[src/flash_host_pkg.sv]
// Constants shared by the flash command host controller and its helpers.
// Assumes a parallel NOR flash with 16-bit data and 16 address lines on the far side.
`default_nettype none
package flash_host_pkg;

	localparam int ADDR_W = 16;
	localparam int DATA_W = 16;

	// Command addresses on the low address lines.
	localparam logic [ADDR_W-1:0] UNLOCK_ADDR_1 = 16'h0555;
	localparam logic [ADDR_W-1:0] UNLOCK_ADDR_2 = 16'h02aa;
	localparam logic [ADDR_W-1:0] ANY_ADDR      = 16'h0000;

	// Command data codes on the low data byte.
	localparam logic [DATA_W-1:0] CODE_UNLOCK_1 = 16'h00aa;
	localparam logic [DATA_W-1:0] CODE_UNLOCK_2 = 16'h0055;
	localparam logic [DATA_W-1:0] CODE_RESET    = 16'h00f0;
	localparam logic [DATA_W-1:0] CODE_IDENT    = 16'h0090;
	localparam logic [DATA_W-1:0] CODE_PROGRAM  = 16'h00a0;
	localparam logic [DATA_W-1:0] CODE_BYPASS   = 16'h0020;
	localparam logic [DATA_W-1:0] CODE_BYP_EXIT = 16'h0000;
	localparam logic [DATA_W-1:0] CODE_ERASE    = 16'h0080;
	localparam logic [DATA_W-1:0] CODE_CHIP     = 16'h0010;
	localparam logic [DATA_W-1:0] CODE_BLOCK    = 16'h0030;
	localparam logic [DATA_W-1:0] CODE_SUSPEND  = 16'h00b0;
	localparam logic [DATA_W-1:0] CODE_RESUME   = 16'h0030;

	// Status byte bit positions.
	localparam int POLLING_BIT          = 7;
	localparam int MAIN_TOGGLE_BIT      = 6;
	localparam int FAILURE_BIT          = 5;
	localparam int ERASE_TIMER_BIT      = 3;
	localparam int SECONDARY_TOGGLE_BIT = 2;

	// User commands.
	typedef enum logic [3:0] {
		CMD_RESET       = 4'h0,
		CMD_IDENT       = 4'h1,
		CMD_PROGRAM     = 4'h2,
		CMD_BYPASS_IN   = 4'h3,
		CMD_BYPASS_PROG = 4'h4,
		CMD_BYPASS_OUT  = 4'h5,
		CMD_CHIP_ERASE  = 4'h6,
		CMD_BLOCK_ERASE = 4'h7,
		CMD_BLOCK_ADD   = 4'h8,
		CMD_SUSPEND     = 4'h9,
		CMD_RESUME      = 4'ha,
		CMD_READ        = 4'hb
	} cmd_t;

	// Result codes.
	localparam logic [1:0] RES_OK      = 2'h0;
	localparam logic [1:0] RES_FAIL    = 2'h1;
	localparam logic [1:0] RES_TIMEOUT = 2'h2;

	// Bus cycle timing at 250 MHz.
	localparam int CLK_NS        = 4;
	localparam int SETUP_NS      = 40;
	localparam int STROBE_NS     = 40;
	localparam int HOLD_NS       = 20;
	localparam int SETUP_CYC     = (SETUP_NS + CLK_NS - 1) / CLK_NS;
	localparam int STROBE_CYC    = (STROBE_NS + CLK_NS - 1) / CLK_NS;
	localparam int HOLD_CYC      = (HOLD_NS + CLK_NS - 1) / CLK_NS;
	localparam int PHASE_W       = 8;

	// Block erase selection window and suspend latency.
	localparam int ERASE_WINDOW_US = 50;
	localparam int SUSPEND_MAX_US  = 15;
	localparam int ERASE_WINDOW_CYC = ERASE_WINDOW_US * 1000 / CLK_NS;
	localparam int SUSPEND_MAX_CYC  = SUSPEND_MAX_US * 1000 / CLK_NS;
	localparam int WAIT_W          = 32;

	// Longest write sequence and step counter width.
	localparam int MAX_STEPS = 6;
	localparam int STEP_W    = 3;

endpackage : flash_host_pkg
`default_nettype wire

[src/flash_seq_rom.sv]
// Small table of bus write steps for each flash command.
// Assumes a registered lookup; data appear one clock after cmd and step change.
`timescale 1ns/1ps
`default_nettype none
module flash_seq_rom (
	input  wire logic                             clk_sys_i,
	input  wire flash_host_pkg::cmd_t             cmd_i,
	input  wire logic [flash_host_pkg::STEP_W-1:0] step_i,
	input  wire logic [flash_host_pkg::ADDR_W-1:0] user_addr_i,
	input  wire logic [flash_host_pkg::DATA_W-1:0] user_data_i,
	output logic      [flash_host_pkg::ADDR_W-1:0] addr_o,
	output logic      [flash_host_pkg::DATA_W-1:0] data_o,
	output logic      [flash_host_pkg::STEP_W-1:0] len_o
);
	import flash_host_pkg::*;

	logic [ADDR_W-1:0] a_d;
	logic [DATA_W-1:0] d_d;
	logic [STEP_W-1:0] l_d;
	logic              unlock_step;

	always_comb begin
		unlock_step = (step_i == 3'd0) || (step_i == 3'd3);
		a_d = unlock_step ? UNLOCK_ADDR_1 : UNLOCK_ADDR_2;
		d_d = unlock_step ? CODE_UNLOCK_1 : CODE_UNLOCK_2;
		l_d = 3'd3;
		case (cmd_i)
			CMD_RESET: begin
				l_d = 3'd1;
				a_d = ANY_ADDR;
				d_d = CODE_RESET;
			end
			CMD_IDENT, CMD_BYPASS_IN: begin
				if (step_i == 3'd2) begin
					a_d = UNLOCK_ADDR_1;
					d_d = (cmd_i == CMD_IDENT) ? CODE_IDENT : CODE_BYPASS;
				end
			end
			CMD_PROGRAM: begin
				l_d = 3'd4;
				if (step_i == 3'd2) begin
					a_d = UNLOCK_ADDR_1;
					d_d = CODE_PROGRAM;
				end else if (step_i == 3'd3) begin
					a_d = user_addr_i;
					d_d = user_data_i;
				end
			end
			CMD_BYPASS_PROG, CMD_BYPASS_OUT: begin
				l_d = 3'd2;
				if (step_i == 3'd0) begin
					a_d = ANY_ADDR;
					d_d = (cmd_i == CMD_BYPASS_PROG) ? CODE_PROGRAM : CODE_IDENT;
				end else begin
					a_d = (cmd_i == CMD_BYPASS_PROG) ? user_addr_i : ANY_ADDR;
					d_d = (cmd_i == CMD_BYPASS_PROG) ? user_data_i : CODE_BYP_EXIT;
				end
			end
			CMD_CHIP_ERASE, CMD_BLOCK_ERASE: begin
				l_d = 3'd6;
				if (step_i == 3'd2) begin
					a_d = UNLOCK_ADDR_1;
					d_d = CODE_ERASE;
				end else if (step_i == 3'd5) begin
					a_d = (cmd_i == CMD_CHIP_ERASE) ? UNLOCK_ADDR_1 : user_addr_i;
					d_d = (cmd_i == CMD_CHIP_ERASE) ? CODE_CHIP : CODE_BLOCK;
				end
			end
			CMD_BLOCK_ADD: begin
				l_d = 3'd1;
				a_d = user_addr_i;
				d_d = CODE_BLOCK;
			end
			CMD_SUSPEND, CMD_RESUME: begin
				l_d = 3'd1;
				a_d = ANY_ADDR;
				d_d = (cmd_i == CMD_SUSPEND) ? CODE_SUSPEND : CODE_RESUME;
			end
			default: begin
				l_d = 3'd0;
			end
		endcase
	end

	always_ff @(posedge clk_sys_i) begin
		addr_o <= a_d;
		data_o <= d_d;
		len_o  <= l_d;
	end

endmodule : flash_seq_rom
`default_nettype wire

[src/flash_command_status.sv]
// Host controller that issues command sequences to a parallel NOR flash and polls its status byte.
// Assumes the flash pins are wired directly; data pins are two-way with active-low output enable.
`timescale 1ns/1ps
`default_nettype none
module flash_command_status #(
	parameter int ERASE_WINDOW_P = flash_host_pkg::ERASE_WINDOW_CYC,
	parameter int SUSPEND_MAX_P  = flash_host_pkg::SUSPEND_MAX_CYC
) (
	input  wire logic                              clk_sys_i,
	input  wire logic                              resetn_i,
	input  wire logic                              cmd_valid_i,
	input  wire flash_host_pkg::cmd_t              cmd_i,
	input  wire logic [flash_host_pkg::ADDR_W-1:0] cmd_addr_i,
	input  wire logic [flash_host_pkg::DATA_W-1:0] cmd_data_i,
	output logic                                   cmd_ready_o,
	output logic                                   done_o,
	output logic      [1:0]                        result_o,
	output logic      [flash_host_pkg::DATA_W-1:0] read_data_o,
	output logic      [7:0]                        last_status_o,
	output logic                                   error_lock_o,
	output logic      [flash_host_pkg::ADDR_W-1:0] flash_addr_o,
	output logic      [flash_host_pkg::DATA_W-1:0] flash_dq_o,
	output logic                                   flash_dq_oe_n_o,
	input  wire logic [flash_host_pkg::DATA_W-1:0] flash_dq_i,
	output logic                                   flash_ce_n_o,
	output logic                                   flash_oe_n_o,
	output logic                                   flash_we_n_o
);
	import flash_host_pkg::*;

	typedef enum logic [3:0] {
		ST_IDLE   = 4'b0000,
		ST_LOOKUP = 4'b0001,
		ST_WSETUP = 4'b0010,
		ST_WPULSE = 4'b0011,
		ST_WHOLD  = 4'b0100,
		ST_RSETUP = 4'b0101,
		ST_RPULSE = 4'b0110,
		ST_RHOLD  = 4'b0111,
		ST_EVAL   = 4'b1000,
		ST_FINISH = 4'b1001
	} state_t;

	state_t            state_q;
	cmd_t              cmd_q;
	logic [ADDR_W-1:0] addr_q;
	logic [DATA_W-1:0] data_q;
	logic [STEP_W-1:0] step_q;
	logic [PHASE_W-1:0] phase_q;
	logic [WAIT_W-1:0] wait_q;
	logic [7:0]        prev_q;
	logic              have_prev_q;
	logic [1:0]        res_q;
	logic [ADDR_W-1:0] rom_addr;
	logic [DATA_W-1:0] rom_data;
	logic [STEP_W-1:0] rom_len;
	logic [7:0]        rd_byte;
	logic              toggled;
	logic              polls;

	flash_seq_rom u_rom (
		.clk_sys_i   (clk_sys_i),
		.cmd_i       (cmd_q),
		.step_i      (step_q),
		.user_addr_i (addr_q),
		.user_data_i (data_q),
		.addr_o      (rom_addr),
		.data_o      (rom_data),
		.len_o       (rom_len)
	);

	// Reads go only to the low byte for status; unspecified bits are ignored.
	assign rd_byte = flash_dq_i[7:0];
	assign toggled = rd_byte[MAIN_TOGGLE_BIT] != prev_q[MAIN_TOGGLE_BIT];
	assign polls   = (cmd_q == CMD_PROGRAM) || (cmd_q == CMD_BYPASS_PROG) || (cmd_q == CMD_CHIP_ERASE)
		|| (cmd_q == CMD_RESUME);

	////////////////////////////////////////////////////////////////////////////////

	always_ff @(posedge clk_sys_i) begin
		if (!resetn_i) begin
			state_q     <= ST_IDLE;
			cmd_q       <= CMD_READ;
			addr_q      <= '0;
			data_q      <= '0;
			step_q      <= '0;
			phase_q     <= '0;
			wait_q      <= '0;
			prev_q      <= 8'h00;
			have_prev_q <= 1'b0;
			res_q       <= RES_OK;
		end else begin
			case (state_q)
				ST_IDLE: begin
					if (cmd_valid_i) begin
						cmd_q       <= cmd_i;
						addr_q      <= cmd_addr_i;
						data_q      <= cmd_data_i;
						step_q      <= '0;
						have_prev_q <= 1'b0;
						wait_q      <= '0;
						res_q       <= RES_OK;
						// While locked by a failure only a reset may go out.
						if (error_lock_o && cmd_i != CMD_RESET) begin
							res_q   <= RES_FAIL;
							state_q <= ST_FINISH;
						end else if (cmd_i == CMD_READ) begin
							state_q <= ST_RSETUP;
						end else begin
							state_q <= ST_LOOKUP;
						end
					end
				end
				ST_LOOKUP: begin
					state_q <= ST_WSETUP;
					phase_q <= '0;
				end
				ST_WSETUP: begin
					phase_q <= phase_q + 8'd1;
					if (phase_q == PHASE_W'(SETUP_CYC - 1)) begin
						phase_q <= '0;
						state_q <= ST_WPULSE;
					end
				end
				ST_WPULSE: begin
					phase_q <= phase_q + 8'd1;
					if (phase_q == PHASE_W'(STROBE_CYC - 1)) begin
						phase_q <= '0;
						state_q <= ST_WHOLD;
					end
				end
				ST_WHOLD: begin
					phase_q <= phase_q + 8'd1;
					if (phase_q == PHASE_W'(HOLD_CYC - 1)) begin
						phase_q <= '0;
						if (step_q + 3'd1 < rom_len) begin
							step_q  <= step_q + 3'd1;
							state_q <= ST_LOOKUP;
						end else if (polls) begin
							state_q <= ST_RSETUP;
						end else begin
							state_q <= ST_FINISH;
						end
					end
				end
				ST_RSETUP: begin
					phase_q <= phase_q + 8'd1;
					if (phase_q == PHASE_W'(SETUP_CYC - 1)) begin
						phase_q <= '0;
						state_q <= ST_RPULSE;
					end
				end
				ST_RPULSE: begin
					phase_q <= phase_q + 8'd1;
					if (phase_q == PHASE_W'(STROBE_CYC - 1)) begin
						phase_q <= '0;
						state_q <= ST_RHOLD;
					end
				end
				ST_RHOLD: begin
					phase_q <= phase_q + 8'd1;
					if (phase_q == PHASE_W'(HOLD_CYC - 1)) begin
						phase_q <= '0;
						state_q <= (cmd_q == CMD_READ) ? ST_FINISH : ST_EVAL;
					end
				end
				ST_EVAL: begin
					// Toggle polling: two reads with equal toggle bit mean the controller is idle.
					have_prev_q <= 1'b1;
					prev_q      <= rd_byte;
					wait_q      <= wait_q + 32'd1;
					if (have_prev_q && !toggled) begin
						res_q   <= RES_OK;
						state_q <= ST_FINISH;
					end else if (have_prev_q && res_q == RES_FAIL) begin
						// Still toggling on the read after the failure bit: the operation failed.
						state_q <= ST_FINISH;
					end else if (have_prev_q && rd_byte[FAILURE_BIT]) begin
						// Array data may show bit five as the controller returns, so a re-read confirms it.
						res_q   <= RES_FAIL;
						state_q <= ST_RSETUP;
					end else if (wait_q >= 32'(ERASE_WINDOW_P + SUSPEND_MAX_P)) begin
						// Bounds the polling so that a stuck device cannot hang the user port.
						res_q   <= RES_TIMEOUT;
						state_q <= ST_FINISH;
					end else begin
						state_q <= ST_RSETUP;
					end
				end
				ST_FINISH: begin
					state_q <= ST_IDLE;
				end
				default: begin
					state_q <= ST_IDLE;
				end
			endcase
		end
	end

	////////////////////////////////////////////////////////////////////////////////

	// Bus pin drive, all registered.
	always_ff @(posedge clk_sys_i) begin
		if (!resetn_i) begin
			flash_ce_n_o    <= 1'b1;
			flash_oe_n_o    <= 1'b1;
			flash_we_n_o    <= 1'b1;
			flash_dq_oe_n_o <= 1'b1;
			flash_addr_o    <= '0;
			flash_dq_o      <= '0;
		end else begin
			flash_ce_n_o    <= !(state_q inside {ST_WSETUP, ST_WPULSE, ST_WHOLD, ST_RSETUP, ST_RPULSE, ST_RHOLD});
			flash_we_n_o    <= !(state_q == ST_WPULSE);
			flash_oe_n_o    <= !(state_q inside {ST_RPULSE, ST_RHOLD});
			flash_dq_oe_n_o <= !(state_q inside {ST_WSETUP, ST_WPULSE, ST_WHOLD});
			if (state_q == ST_WSETUP) begin
				flash_addr_o <= rom_addr;
				flash_dq_o   <= rom_data;
			end else if (state_q == ST_RSETUP) begin
				flash_addr_o <= addr_q;
			end
		end
	end

	////////////////////////////////////////////////////////////////////////////////

	// User answers and the failure lock.
	always_ff @(posedge clk_sys_i) begin
		if (!resetn_i) begin
			cmd_ready_o   <= 1'b0;
			done_o        <= 1'b0;
			result_o      <= RES_OK;
			read_data_o   <= '0;
			last_status_o <= 8'h00;
			error_lock_o  <= 1'b0;
		end else begin
			cmd_ready_o <= (state_q == ST_IDLE) && !cmd_valid_i;
			done_o      <= (state_q == ST_FINISH);
			if (state_q == ST_FINISH) begin
				result_o <= res_q;
			end
			if (state_q == ST_RHOLD && phase_q == PHASE_W'(HOLD_CYC - 1)) begin
				read_data_o   <= flash_dq_i;
				last_status_o <= rd_byte;
			end
			if (state_q == ST_FINISH && res_q == RES_FAIL && cmd_q != CMD_RESET && !error_lock_o) begin
				error_lock_o <= 1'b1;
			end else if (state_q == ST_FINISH && cmd_q == CMD_RESET) begin
				error_lock_o <= 1'b0;
			end
		end
	end

endmodule : flash_command_status
`default_nettype wire

[config.mk]
export PLATFORM = sky130hd
export DESIGN_NAME = flash_command_status
export DESIGN_NICKNAME = d
export VERILOG_FILES = /design/src/flash_host_pkg.sv /design/src/flash_seq_rom.sv /design/src/flash_command_status.sv
export SDC_FILE = /design/constraint.sdc
export NUM_CORES = 1
export LEC_CHECK = 0
export ABC_AREA = 0
export BUFFER_PORTS_ARGS = -buffer_cell sky130_fd_sc_hd__buf_4
export CORE_ASPECT_RATIO = 0.6
export CORE_MARGIN = 1.5
export CORE_UTILIZATION = 45
export DETAILED_ROUTE_END_ITERATION = 8
export HOLD_SLACK_MARGIN = 0.05
export PLACE_DENSITY = 0.75
export SYNTH_ARGS = -nofsm -noshare
export SYNTH_HDL_FRONTEND = slang
export SYNTH_SLANG_ARGS = --single-unit
[constraint.sdc]
create_clock -name clk_sys_i -period 3.4 [get_ports clk_sys_i]
set_input_delay 0 -clock clk_sys_i [delete_from_list [all_inputs] [get_ports clk_sys_i]]
set_output_delay 0 -clock clk_sys_i [all_outputs]
set_load 0.05 [all_outputs]
## Yosys cells after proc, flatten, opt, wreduce, memory -nomap -nowiden

Cells that the tools add are included.
Widths: inputs -> output; s select.

- Register bits after elaboration: 193
- Input bits: 55
- Output and inout port bits: 65
- Word-level logic and storage cells: 178

- Equality and inequality tests: 38
- Add/subtract/negate cells: 3
- Reductions and logical operators: 47
- Magnitude comparators: 2
- Muxes and demuxes: 63

Operator list:

| kind | count |
|---|---|
| $mux 16 | 17 |
| $pmux 16 s7 | 1 |
| $pmux 16 s6 | 1 |
| $pmux 32 s2 | 1 |
| $mux 4 | 14 |
| $mux 8 | 5 |
| $pmux 4 s9 | 1 |
| $add 32x1->32 const B | 1 |
| $eq 4x3->1 const B | 8 |
| $ge 32x14->1 const B | 1 |
| $mux 32 | 1 |
| $eq 4x4->1 const B | 7 |
| $pmux 8 s3 | 1 |
| $eq 4x2->1 const B | 4 |
| $pmux 3 s5 | 1 |
| $mux 3 | 4 |
| $mux 6 | 2 |
| $ne 2x2->1 const B | 6 |
| $mux 11 | 1 |
| $logic_and 1x1->1 | 10 |
| $mux 2 | 5 |
| $reduce_bool 2->1 | 5 |
| $reduce_or 2->1 | 5 |
| $add 8x1->8 const B | 1 |
| 28 further kinds | 50 |

## Depth between registers and ports, before layout

- Word-level depth: 8
- Gate-level depth with buffers: 10
- Mapped depth without buffers: 9

## Hierarchy

Synthesis repeated with hierarchy kept, for this count alone.

- Cells, all modules: 982
- Area, all modules: 8279.2 um2

By module, submodules not included:

| module | cells each | area an instance (um2) | seq. area each (um2) | instances |
|---|---|---|---|---|
| flash_command_status | 781 | 6465.0 | 2882.8 | 1 |
| flash_seq_rom | 201 | 1814.2 | 700.7 | 1 |

## Worst setup path before layout

No wires, ideal clock.

- Kind: register -> register
- Start: register step_q[2]
- End: register step_q[1]
- Clock period less this slack: 2.396 ns
- Arrival time: 2.331 ns
- Data required time: 3.335 ns
- Stages on the path, launching flop included: 11
- Path buffers: 1
- Setup time: 0.065 ns
- Setup slack: 1.004 ns
- Path through: dfxtp_1 > clkbuf_1 > inv_1 > ha_1 > inv_1 > ha_1 > o21a_1 > or3_1 > a22oi_2 > mux2_2 > nor2_1

- Cells in the longest elaborated chain, start to end: 4

Ends and longest elaborated chain:

| what | RTL line | source |
|---|---|---|
| start: declaration | flash_command_status.sv:48 | `logic [STEP_W-1:0] step_q;` |
| start signal: assignment | flash_command_status.sv:137 | `step_q <= step_q + 3'd1;` |
| $add 3x1->3 | flash_command_status.sv:136 | `if (step_q + 3'd1 < rom_len) begin` |
| $lt 3x3->1 | flash_command_status.sv:136 |  |
| $ne 2x2->1 (no line) | - |  |
| $reduce_and 4->1 (no line) | - |  |

Every way passes these cells.
A chain may end at the register's enable or synchronous reset.

## Final worst setup path

- Start: register step_q[0]
- End: register u_rom.data_o[0] in the netlist's numbering

- Cells in the longest elaborated chain, start to end: 6
- Elaborated cells on any way between the ends: 13
- Those cells by class: eq/ne (3); mux (8); reduce/logical (2)

Ends and longest elaborated chain:

| what | RTL line | source |
|---|---|---|
| $eq 3x2->1 / $logic_not 3->1 (equally long branches) | flash_seq_rom.sv:23, flash_seq_rom.sv:44, flash_seq_rom.sv:51 |  |
| $logic_or 1x1->1 | flash_seq_rom.sv:23 | `unlock_step = (step_i == 3'd0) \|\| (step_i == 3'd3);` |
| $mux 8 | flash_seq_rom.sv:25 | `d_d = unlock_step ? CODE_UNLOCK_1 : CODE_UNLOCK_2;` |
| $mux 16 (on tied branches) | flash_seq_rom.sv:64, flash_seq_rom.sv:44 |  |
| $mux 16 (on tied branches) | flash_seq_rom.sv:61, flash_seq_rom.sv:41 |  |
| $pmux 16 s7 (*) | flash_seq_rom.sv:27 | `case (cmd_i)` |
| via u_rom.d_d[0] | flash_seq_rom.sv:18 | `logic [DATA_W-1:0] d_d;` |
| end signal: assignment | flash_seq_rom.sv:87 | `data_o <= d_d;` |
| end: declaration | flash_seq_rom.sv:12 | `output logic [flash_host_pkg::DATA_W-1:0] data_o,` |

The timed path passes the listed nets; every way through them passes the cells marked *.

==> metrics.cfg <==
[setup_path]
cp.required_ps=3670
crit_type=flop to flop
critPathMostFrequentCell=ha_1
cp_num_buf_inv=1
cp_slowest_cell=a221oi_1
cp-start-kind=flop
cp-end-kind=flop
worstPathArrival_ps=2920
rr_worst_depth=8
crit_chain=ha_1 -> ha_1 -> o21bai_1 -> o21ai_0 -> a221oi_1 -> buf_4 -> a21boi_0 -> nor2_1
slowest_delay_ps=610
crit_family=compound AO/OA/AOI/OAI gates
cp.depth=8
path_max_fanout=13

[yosys]
synth_compound_area_share_pct=17.6
yosys_most_used_dff=dfxtp_1
synth_edf_count=0
synth_warnings=0
synth_xor_xnor_area_share_pct=1.13
synthCells=934
synth_cell_types=70
synthesis.area_um2=7730
syn_nets=1001
synthAdderAreaFrac_pct=1.94
synthArstFlopShare_pct=0
ys_seq_area_share_pct=46.3
synth_top_family_by_area=simple AND/OR/NAND/NOR gates
synth-seq-cells=179
synth.avg_cell_area_um2=8.28
synthMuxAreaShare_pct=4.43
synthSimpleGateAreaFrac_pct=24.3

[drt]
vias_per_cell=5.41
drt_first_pass_iters=5
vias=7163
drt_iter0_drc=651
drt-total-wl_um=20400
drtAntennaViolNets=0
wl_per_cell_um=15.4
drc=0

[run]
cap_violations=0

[placement]
dp_hpwl_um=13800
gp_congestion=0.978
io_buffers=119

[clocking]
post-cts-setup-buffers=0
clockBufferDepth=2
cts.repair.resized=0
clk_latency_ps=420
numCtsBuffers=17
clk_pin_slew_worst_paths_ps=70
cts.htree.levels=4
cts_num_sinks=179
clockRootBuffer=clkbuf_16
tritoncts=built
ctsHoldBuffers=56

[floorplan]
pin_count=120
dieArea_um2=18000
coreArea_um2=16500
rows=36
die_h_um=105
start_util_pct=46.8
die_w_um=172

[sta]
holdWs_ps=359
fin_tns_setup_ps=0
rsz0062_at_grt=no
slew_violations=0
final.min_clock_period_ps=2640
fmax_mhz=378
hold_viol=0
relSlewSlack_pct=39.0
fin_crit_sh_pct=77.8
final-setup-viol-count=0
finalClockSkew_ps=13.9
worstMarginPinSlew_ps=907

[power]
vdd_ir_drop_max_v=0.000388
powerDensity_nw_per_um2=642
power_leakage_nw=3.87

[cells_and_area]
num-nets-final=1150
fillers=1393
drive_above_1_share_pct=18.1
mostFrequentLayoutCells=dfxtp_1 (179), nand2_1 (177), buf_4 (135), a21oi_1 (117), nor2_1 (86)
final_common_cell=dfxtp_1
diodes=0
areaGrowthSynthToFinish_pct=28.3

[run_status]
status=complete, no violations

[global_route]
grt-ovfl-total=0
grt_usage_pct=23.0
antenna_found_initial=0
grt_max_degree=64
grt_pass1_vias=6494
grt_pass1_wl_um=32900

[worst_hold_path]
hold_class=primary input to flop
min_delay_path_depth=4

worst paths after layout:
path | startpoint | to | slack (ps)
worst max register to register | step_q[0] | u_rom.data_o[0] | 760
worst max-delay path | step_q[0] | u_rom.data_o[0] | 760
worst min-delay path | flash_dq_i[0] | read_data_o[0] | 360
worst min register to register | u_rom.data_o[9] | flash_dq_o[9] | 430
power by group:
group	leakage, nW	total (W)	switching, W	internal, W
Combinational	2.14	0.00186	0.00122	0.000647
Clock	0.276	0.00188	0.000889	0.000994
Sequential	1.46	0.00262	0.000229	0.00239
Total	3.87	0.00637	0.00233	0.00403
metrics by stage:
stage / util, % / instances / instance area [µm²] / worst slack (ps) / power (W)
finish: 60.0 / 1324 / 9920 / 756 / 0.00637
global route: 60.0 / 1324 / 9920 / 520 / 0.00670
CTS: 60.0 / 1324 / 9920 / 817 / 0.00637
detailed placement: 53.1 / 1236 / 8780 / 821 / 0.00443
global placement: 53.1 / 1236 / 8780 / 939 / 0.00440
floorplan: - / 934 / 7730 / 1000 / 0.00387
metal layers:
| metal | wire length, µm | GRT usage (%) |
|---|---|---|
| met1 | 10500 | 35.3 |
| met2 | 8300 | 32.0 |
| met3 | 1520 | 6.10 |
| met4 | 138 | 4.10 |
| met5 | 0 | 0 |
worst min-delay path, delay by kind of cell:
kind	cells	cell delay [ps]
buffers and inverters	2	620
and+or+nand+nor	1	70
muxes	1	60
final cells by class:
| cell class | instances | area [µm²] | area share [%] |
|---|---|---|---|
| clock inverters | 13 | 129 | 1.30 |
| multi-input cells | 679 | 3840 | 38.8 |
| flip-flops and latches | 179 | 3580 | 36.1 |
| clock buffers | 19 | 443 | 4.47 |
| repair buffers | 191 | 1570 | 15.9 |
| inverters | 15 | 57.6 | 0.580 |
| well taps | 228 | 285 | 2.88 |
cells in the mapped netlist, types with 8 or more instances:
library cell	count	area, µm²
dfxtp_1	179	3580
nand2_1	177	664
a21oi_1	117	586
nor2_1	86	323
clkbuf_1	45	169
o21ai_0	25	125
mux2i_1	23	230
nand3_1	20	100
a22oi_1	19	143
and2_1	17	106
nor3_1	15	75.1
inv_1	14	52.6
nand4_1	13	81.3
and3_1	12	75.1
ha_1	12	150
nor2b_1	12	75.1
or3_1	11	68.8
o211ai_1	10	75.1
buf_4	9	67.6
mux2_2	9	101
a31oi_1	8	50.1
cells by family after synthesis:
logic type               count (synthesis)
flip-flops                             179
AND/OR/NAND/NOR                        398
XOR/XNOR                                10
multiplexers                            33
buffers and inverters                   76
adder cells (fa/ha/maj)                 12
AO/OA/AOI/OAI                          226
sequential cells by signal, summed over array words and instances, names as in the netlist, 2 cells and up:
register,count
wait_q,32
addr_q,16
data_q,16
flash_addr_o,16
flash_dq_o,16
read_data_o,16
u_rom.addr_o,16
u_rom.data_o,16
phase_q,8
cmd_q,4
state_q,4
step_q,3
u_rom.len_o,3
res_q,2
result_o,2
Power figures use the tool's default switching activity.
